===== src/hdl/srp_pkg.sv =====
// Constants for the shared reset pin logic
package srp_pkg;
    // Restart address after a pin reset
    localparam logic [15:0] SRP_RESTART_ADDR = 16'h0000;
    // Power-on window length in clock cycles
    localparam logic [7:0] SRP_POR_CYCLES = 8'h10;
    // Cycle at which the programming-mode request is sampled
    localparam logic [7:0] SRP_ISP_SAMPLE = 8'h0F;
    typedef enum logic [2:0] {
        SRP_POWERON = 3'h1,
        SRP_RUN = 3'h2,
        SRP_HELD = 3'h4
    } srp_state_t;
endpackage


===== src/hdl/srp_shared_reset_pin.sv =====
// Shared reset pin, port 1 bits 3 to 5 pin functions
`timescale 1ns/1ps
`default_nettype none
// Operation
// - Port 1 bit 5 is input only, never driven.
// - Pin is reset input at power-on, later only if configuration selects it.
// - Low on pin while reset active resets ports and peripherals to defaults.
// - After pin reset the processor fetches from address 0.
// - Pin sampled during power-on to request in-system programming mode.
// - Port 1 bit 3 output is open-drain, pulls low only.
// - Port 1 bit 3 also feeds external interrupt zero and I2C data.
// - Port 1 bit 4 is input only and feeds external interrupt one.
module srp_shared_reset_pin
    import srp_pkg::*;
(
    input wire logic ref_clk,
    input wire logic rst_n,
    input wire logic user_config_byte_one,
    input wire logic port1_bit5_in,
    input wire logic port1_bit4_in,
    input wire logic port1_bit3_in,
    input wire logic port1_bit3_latch,
    input wire logic i2c_sda_drive_low,
    output logic port1_bit3_out,
    output logic port1_bit3_oe,
    output logic port1_bit3_value,
    output logic port1_bit4_value,
    output logic port1_bit5_value,
    output logic ext_irq_zero,
    output logic ext_irq_one,
    output logic i2c_sda_in,
    output logic periph_rst_n,
    output logic isp_request,
    output logic [15:0] fetch_addr,
    output logic fetch_addr_load
);
    // ------------------------------------------------------------
    // Pin synchronisers
    // ------------------------------------------------------------
    logic [2:0] sync1;
    logic [2:0] sync2;
    // Reset value matches idle pins, so no false low follows reset
    always_ff @(posedge ref_clk) begin
        if (!rst_n) begin
            sync1 <= 3'h7;
            sync2 <= 3'h7;
        end else begin
            sync1 <= {port1_bit5_in, port1_bit4_in, port1_bit3_in};
            sync2 <= sync1;
        end
    end
    wire logic pin5 = sync2[2];

    // ------------------------------------------------------------
    // Reset sequencing
    // ------------------------------------------------------------
    srp_state_t state;
    srp_state_t next_state;
    logic [7:0] por_cnt;
    logic [7:0] next_por_cnt;
    logic next_periph_rst_n;
    logic next_isp_request;
    logic next_fetch_addr_load;
    logic reset_active;
    always_comb begin
        next_state = state;
        next_por_cnt = por_cnt;
        next_periph_rst_n = periph_rst_n;
        next_isp_request = isp_request;
        next_fetch_addr_load = 1'h0;
        reset_active = (state == SRP_POWERON) || user_config_byte_one;
        case (state)
            SRP_POWERON: begin
                next_periph_rst_n = 1'h0;
                if (por_cnt == SRP_ISP_SAMPLE) begin
                    next_isp_request = ~pin5;
                end
                // A pin still held low keeps the part in reset
                if (por_cnt == SRP_POR_CYCLES) begin
                    if (pin5) begin
                        next_state = SRP_RUN;
                        next_periph_rst_n = 1'h1;
                        next_fetch_addr_load = 1'h1;
                    end
                end else begin
                    next_por_cnt = por_cnt + 8'h01;
                end
            end
            SRP_RUN: begin
                // low pin resets; ignored when deselected
                if (reset_active && !pin5) begin
                    next_state = SRP_HELD;
                    next_periph_rst_n = 1'h0;
                end
            end
            SRP_HELD: begin
                // Clearing the configuration also ends the hold
                if (pin5 || !reset_active) begin
                    next_state = SRP_RUN;
                    next_periph_rst_n = 1'h1;
                    next_fetch_addr_load = 1'h1;
                end
            end
            default: begin
                next_state = SRP_POWERON;
                next_por_cnt = 8'h00;
            end
        endcase
    end
    always_ff @(posedge ref_clk) begin
        if (!rst_n) begin
            state <= SRP_POWERON;
            por_cnt <= 8'h00;
            periph_rst_n <= 1'h0;
            isp_request <= 1'h0;
            fetch_addr_load <= 1'h0;
            fetch_addr <= SRP_RESTART_ADDR;
        end else begin
            state <= next_state;
            por_cnt <= next_por_cnt;
            periph_rst_n <= next_periph_rst_n;
            isp_request <= next_isp_request;
            fetch_addr_load <= next_fetch_addr_load;
            fetch_addr <= SRP_RESTART_ADDR;
        end
    end

    // ------------------------------------------------------------
    // Pin functions
    // ------------------------------------------------------------
    // Gated by the registered reset, so oe drops one cycle after it
    logic next_bit3_oe;
    always_comb begin
        // open drain, latch high with no I2C pull-low, or peripheral reset, releases the pin
        next_bit3_oe = periph_rst_n && (!port1_bit3_latch || i2c_sda_drive_low);
    end
    always_ff @(posedge ref_clk) begin
        if (!rst_n) begin
            port1_bit3_out <= 1'h0;
            port1_bit3_oe <= 1'h0;
            port1_bit3_value <= 1'h1;
            port1_bit4_value <= 1'h1;
            port1_bit5_value <= 1'h1;
            ext_irq_zero <= 1'h1;
            ext_irq_one <= 1'h1;
            i2c_sda_in <= 1'h1;
        end else begin
            port1_bit3_out <= 1'h0;
            port1_bit3_oe <= next_bit3_oe;
            port1_bit3_value <= sync2[0];
            ext_irq_zero <= sync2[0];
            i2c_sda_in <= sync2[0];
            port1_bit4_value <= sync2[1];
            ext_irq_one <= sync2[1];
            // bit 5 input only; value always visible
            port1_bit5_value <= pin5;
        end
    end
endmodule
`default_nettype wire


===== config.mk =====
export PLATFORM = sky130hd
export DESIGN_NAME = srp_shared_reset_pin
export DESIGN_NICKNAME = d
export VERILOG_FILES = /design/src/hdl/srp_pkg.sv /design/src/hdl/srp_shared_reset_pin.sv
export SDC_FILE = /design/constraint.sdc
export NUM_CORES = 1
export LEC_CHECK = 0
export BUFFER_PORTS_ARGS = -buffer_cell sky130_fd_sc_hd__buf_2
export CAP_MARGIN = 30
export CORE_UTILIZATION = 45
export CTS_CLUSTER_DIAMETER = 50
export DETAILED_ROUTE_END_ITERATION = 8
export GPL_TIMING_DRIVEN = 0
export HOLD_SLACK_MARGIN = 0.02
export PLACE_DENSITY = 0.74
export RECOVER_POWER = 50
export SYNTH_ARGS = -nofsm -noshare
export SYNTH_HDL_FRONTEND = slang
export SYNTH_SLANG_ARGS = --single-unit

===== constraint.sdc =====
create_clock -name ref_clk -period 1.8 [get_ports ref_clk]
set_clock_uncertainty 0.2 [all_clocks]
set_input_delay 0.09 -clock ref_clk [delete_from_list [all_inputs] [get_ports ref_clk]]
set_output_delay 0.09 -clock ref_clk [all_outputs]
set_load 0.02 [all_outputs]

==> flow_summary.json, run 1 <==
{
  "powerDensity_nw_per_um2": 717.3,
  "path_cells": "inv_1 -> ha_1 -> nand4bb_1 -> o21ai_2 -> or4b_4 -> a21oi_2",
  "ys_warn_count": 0,
  "holdWs_ns": 0.03921,
  "fin_nets": 174,
  "synthCells": 117,
  "diodes": 0,
  "drtIter0Drc": 9,
  "hp-start": "rst_n",
  "fin_tns_setup_ns": 0,
  "critPathSlowestCell": "or4b_4",
  "grt_pass1_wl_um": 3588,
  "placementRows": 17,
  "placed_cells": 178,
  "mappedNetlistArea_um2": 1140,
  "max_freq_mhz": 568.9,
  "synthArstFlopShare_pct": 0,
  "drive_gt1_share_pct": 30.67,
  "areaGrowthSynthToFinish_pct": 30.63,
  "reg2reg_to": "por_cnt[2]$_SDFFE_PN0P_",
  "wl_um": 2143,
  "h-tree-depth": 1,
  "rsz0062_at_grt": "true",
  "antenna_found_initial": 0,
  "finalHoldViolations": 0,
  "die_h_um": 52.33,
  "synth_common_cells": "dfxtp_1, buf_4, nor2_1, nand2b_1",
  "max_stage_delay_ns": 0.49,
  "regToRegStartpoint": "por_cnt[0]$_SDFFE_PN0P_",
  "drcViolationCount": 0,
  "gp_congestion": 0.7820,
  "critical_path_arrival_ns": 1.82,
  "holdCritPathClass": "in2reg",
  "synth-edff-count": 0,
  "die_w_um": 52.33,
  "ant_nets": 0,
  "critPathKind": "reg2reg",
  "post_drt_via_cell_ratio": 4.675,
  "power.total_w": 0.001068,
  "clk_latency_ns": 0.31,
  "synth_flop_cell": "dfxtp_1",
  "synth_top_area_share_pct": 42.15,
  "syn_avg_cell_area_um2": 9.742,
  "cts.sinks": 24,
  "yosysUniqueCellTypes": 37,
  "cp_data_required_time_ns": 1.86,
  "yosysMostFrequentCell": "dfxtp_1",
  "critPathLaunchType": "flip-flop",
  "dpl_cell_area_um2": 1320,
  "ioPinCount": 35,
  "r2r_slack_ns": 0.04,
  "cts-root-buf": "clkbuf_4",
  "synth_top_cell_by_area": "dfxtp_1",
  "setup_viol": 0,
  "cp-end-kind": "flip-flop",
  "clk_pin_slew_ns": 0.13,
  "vdd_drop_max_mv": 0.6165,
  "ys_top_cells_by_area": "dfxtp_1, buf_4, nand2b_1, xor2_1, nor2_1",
  "cts_tree": "yes",
  "grt_max_degree": 15,
  "dr.pass1.iters": 4,
  "drv_cap": 0,
  "critical_path_peak_fanout": 6,
  "final-instance-count-excl-fill": 191,
  "worst-r2r-cell-count": 6,
  "port_buffers": 17,
  "fillers": 194,
  "outcome": "finished, final reports clean",
  "maxSlewViolCount": 0,
  "cts_buffer_depth": 2,
  "start_util_pct": 49.62,
  "vias": 893,
  "grt_usage_pct": 17.83,
  "dieArea_um2": 2738,
  "synth-seq-area-share_pct": 42.15,
  "min_to": "port1_bit5_value$_SDFF_PN1_",
  "worstHoldPathCells": 3,
  "synth_seq_cells": 24,
  "dp_hpwl_um": 1561,
  "routedWlPerCell_um": 11.22,
  "final_area_um2": 1489,
  "period_minus_slack_ns": 1.758,
  "finalCritPeriodShare_pct": 97.65,
  "core-area_um2": 2297,
  "leakage_nw": 0.6961,
  "grt_pass1_vias": 834,
  "grt_overflow": 0,
  "cts_made_buffers": 3
}
## flip-flops by register name, indices dropped and copies added, names as in the netlist, 3 cells and up
| signal | cells |
|---|---|
| por_cnt | 8 |
| state | 3 |
| sync1 | 3 |
| sync2 | 3 |
## metrics by stage
stage / util, % / worst slack (ns)
CTS: 63.34 / 0.02687
detailed placement: 57.46 / -0.01144
global placement: 57.46 / 0.01868
finish: 64.81 / 0.04229
global route: 64.81 / -0.01649
floorplan: - / 0.1214
## critical path: cells and delay by family (launching register included)
kind,cells,cell delay (ns)
AO/OA/AOI/OAI,2,0.23
adder cells (fa/ha/maj),1,0.19
buffers and inverters,1,0.06
flip-flops,1,0.39
AND/OR/NAND/NOR,2,0.63
## layout by cell type (no fill, tap or decap), types with 2 or more instances in the layout
cell | netlist | layout
xor2_1 | 5 | 5
buf_2 | 0 | 10
nand2b_1 | 8 | 8
inv_1 | 5 | 5
nor2_1 | 9 | 9
dfxtp_4 | 0 | 2
clkbuf_4 | 0 | 3
nor3_2 | 0 | 2
dlygate4sd3_1 | 0 | 8
a21oi_1 | 3 | 2
o21bai_1 | 2 | 2
nand2_1 | 3 | 3
dfxtp_1 | 24 | 20
clkbuf_1 | 1 | 8
o211ai_1 | 2 | 2
and3_1 | 3 | 3
buf_4 | 21 | 21
conb_1 | 1 | 17
ha_1 | 2 | 2
dfxtp_2 | 0 | 2
o2111ai_1 | 3 | 3
## worst max path at each step
stage	cells past startpoint	slack, ns	to	startpoint
floorplan	6	0.12	por_cnt[2]$_SDFFE_PN0P_	por_cnt[0]$_SDFFE_PN0P_
CTS	5	0.03	isp_request$_SDFFE_PN0P_	state[0]$_SDFFE_PN1P_
finish	6	0.04	por_cnt[2]$_SDFFE_PN0P_	por_cnt[0]$_SDFFE_PN0P_
detailed placement	6	-0.01	por_cnt[2]$_SDFFE_PN0P_	por_cnt[0]$_SDFFE_PN0P_
global route	6	-0.02	por_cnt[2]$_SDFFE_PN0P_	por_cnt[0]$_SDFFE_PN0P_
global placement	4	0.02	state[0]$_SDFFE_PN1P_	state[1]$_SDFFE_PN0P_
## metal layers
layer  track usage (%)  vias up  wire length, um
li1                  -      458                -
met1             20.71      409              901
met2             30.80       22             1136
met3             2.899        4               69
met4             9.649        0               36
met5                 0        -                0
## timing repair
item	CTS	global route
hold endpoints to repair	10	0
hold buffers	8	0
endpoints found under the setup margin	7	3
gates resized for setup	3	10
buffers inserted	0	1
## power by group
| part | internal [W] | leakage (nW) | switching (W) | total, W |
|---|---|---|---|---|
| clock network | 0.000225 | 0.0279 | 0.000160 | 0.000385 |
| registers | 0.000545 | 0.197 | 0.0000105 | 0.000556 |
| logic | 0.0000593 | 0.471 | 0.0000683 | 0.000128 |
| total | 0.000830 | 0.696 | 0.000239 | 0.00107 |
## cell families (layout without fill, tap and decap cells)
family                   count (synthesis)  in the layout  share of synthesized area [%]
flip-flops                              24             24                          42.15
adder cells (fa/ha/maj)                  2              2                          2.195
other                                    1             17                         0.3290
AO/OA/AOI/OAI                           18             18                          11.75
multiplexers                             1              1                         0.8782
AND/OR/NAND/NOR                         38             38                          20.64
buffers and inverters                   27             57                          15.81
XOR/XNOR                                 6              6                          6.257
## layout make-up
| cell class | count | area (um^2) | share of cell area (%) |
|---|---|---|---|
| multi-input combinational | 82 | 563.0 | 37.82 |
| sequential | 24 | 490.5 | 32.94 |
| buffer | 22 | 165.2 | 11.09 |
| timing repair buffer | 26 | 163.9 | 11.01 |
| tap | 28 | 35.03 | 2.353 |
| clock inverter | 1 | 30.03 | 2.017 |
| clock buffer | 3 | 22.52 | 1.513 |
| inverter | 5 | 18.77 | 1.261 |
(Power assumes the default switching activity.)
==> inputs of run 2 (changes only) <==
CTS_BUF_LIST = sky130_fd_sc_hd__clkbuf_8 sky130_fd_sc_hd__clkbuf_16   (was not set)
==> flow_summary.json, run 2 (same netlist as run 1, synthesis figures left out) <==
{
  "ant_nets": 0,
  "finalHoldViolations": 0,
  "post_drt_via_cell_ratio": 4.759,
  "dr.pass1.iters": 4,
  "sw_frac_of_total_pct": 21.69,
  "outcome": "finished, final reports clean",
  "grt_max_degree": 15,
  "seqPwrFrac_pct": 48.3,
  "placementRows": 17,
  "final_common_cell": "dfxtp_1",
  "clockPowerShare_pct": 40.7,
  "max_flop_register": "por_cnt",
  "comb_power_share_pct": 11.0,
  "clk_latency_ns": 0.27,
  "wl_um": 2172,
  "cp-end-kind": "flip-flop",
  "power.total_w": 0.001150,
  "cts-root-buf": "clkbuf_8",
  "placed_cells": 178,
  "fin_nets": 174,
  "critPathKind": "reg2reg",
  "die_h_um": 52.33,
  "critPathSlowestCell": "or4b_1",
  "rsz0062_at_grt": "true",
  "p_sw_w": 0.0002493,
  "gp_congestion": 0.7820,
  "cts_made_buffers": 3,
  "ioPinCount": 35,
  "internal_power_w": 0.0009003,
  "holdWs_ns": 0.03655,
  "leakage_nw": 0.6952,
  "vias": 909,
  "cts.sinks": 24,
  "antenna_found_initial": 0,
  "cts_buffer_depth": 2,
  "drcViolationCount": 0,
  "grt_pass1_vias": 831,
  "h-tree-depth": 1,
  "powerDensity_nw_per_um2": 766.3,
  "dpl_cell_area_um2": 1320,
  "critical_path_arrival_ns": 1.76,
  "vdd_drop_max_mv": 0.6142,
  "routedWlPerCell_um": 11.37,
  "path_cells": "nor3b_2 -> o21ai_2 -> or4b_1 -> a21oi_2",
  "final_area_um2": 1500,
  "largest_reg_flops": 8,
  "max_freq_mhz": 570.0,
  "final-instance-count-excl-fill": 191,
  "maxSlewViolCount": 0,
  "drtIter0Drc": 16,
  "grt_usage_pct": 17.60,
  "dp_hpwl_um": 1561,
  "critPathLaunchType": "flip-flop",
  "drv_cap": 0,
  "max_stage_delay_ns": 0.49,
  "setup_viol": 0,
  "drive_gt1_share_pct": 29.45,
  "worst-r2r-cell-count": 4,
  "core-area_um2": 2297,
  "holdCritPathClass": "in2reg",
  "dieArea_um2": 2738,
  "period_minus_slack_ns": 1.754,
  "layout_common_cells": "dfxtp_1, buf_4, conb_1",
  "die_w_um": 52.33,
  "finalCritPeriodShare_pct": 97.47,
  "critical_path_peak_fanout": 5,
  "cts_tree": "yes",
  "grt_overflow": 0,
  "clk_pin_slew_ns": 0.08,
  "start_util_pct": 49.62,
  "fin_util_pct": 65.31,
  "port_buffers": 17,
  "grt_pass1_wl_um": 3519,
  "cp_data_required_time_ns": 1.81,
  "diodes": 0,
  "r2r_slack_ns": 0.05,
  "worstHoldPathCells": 3,
  "areaGrowthSynthToFinish_pct": 31.61
}
[run 2: power by group through the flow]
stage,clock (W),sequential [W],combinational [W]
after floorplan,0,0.000566,0.0000909
after global placement,0,0.000566,0.000110
after detailed placement,0,0.000567,0.000112
after CTS,0.000473,0.000555,0.000124
after global routing,0.000493,0.000558,0.000139
final,0.000468,0.000556,0.000126
[run 2: path summary, 6_finish.rpt]
kind | startpoint | to
max | state[1]$_SDFFE_PN0P_ | por_cnt[2]$_SDFFE_PN0P_
max reg2reg | state[1]$_SDFFE_PN0P_ | por_cnt[2]$_SDFFE_PN0P_
min | rst_n | por_cnt[2]$_SDFFE_PN0P_
min reg2reg | sync1[2]$_SDFF_PN1_ | sync2[2]$_SDFF_PN1_
[run 2: stage by stage]
step	worst slack, ns	TNS, ns
floorplan	0.1214	0
global placement	0.01868	0
detailed placement	-0.01144	-0.01144
CTS	0.01023	0
global route	-0.02290	-0.03230
finish	0.04562	0
[run 2: worst max-delay path, delay by kind of cell (launching register included)]
kind	cells	cell delay (ns)
flops	1	0.40
compound gates	2	0.26
simple gates	2	0.83
[run 2: what timing repair did]
item	CTS	global route
buffers inserted	0	1
resized for setup	2	7
endpoints found under the hold margin	8	0
endpoints found under the setup margin	7	3
hold buffers	8	0
[run 2: area by class of cell]
cell class,instances,area (um^2)
Buffer,22,165.2
Clock inverter,1,30.03
Inverter,5,18.77
Fill cell,194,797.0
Sequential cell,24,485.5
Clock buffer,3,41.29
Tap cell,28,35.03
Timing Repair Buffer,26,165.2
Multi-Input combinational cell,82,559.3
[run 2: routing by layer]
layer  global-route usage (%)  routed length (um)  share of wire, %
met1                    20.57                 900                41
met2                    30.80                1146                53
met3                    1.159                  96               4.4
met4                    10.96                  29               1.3
met5                        0                   0                 0
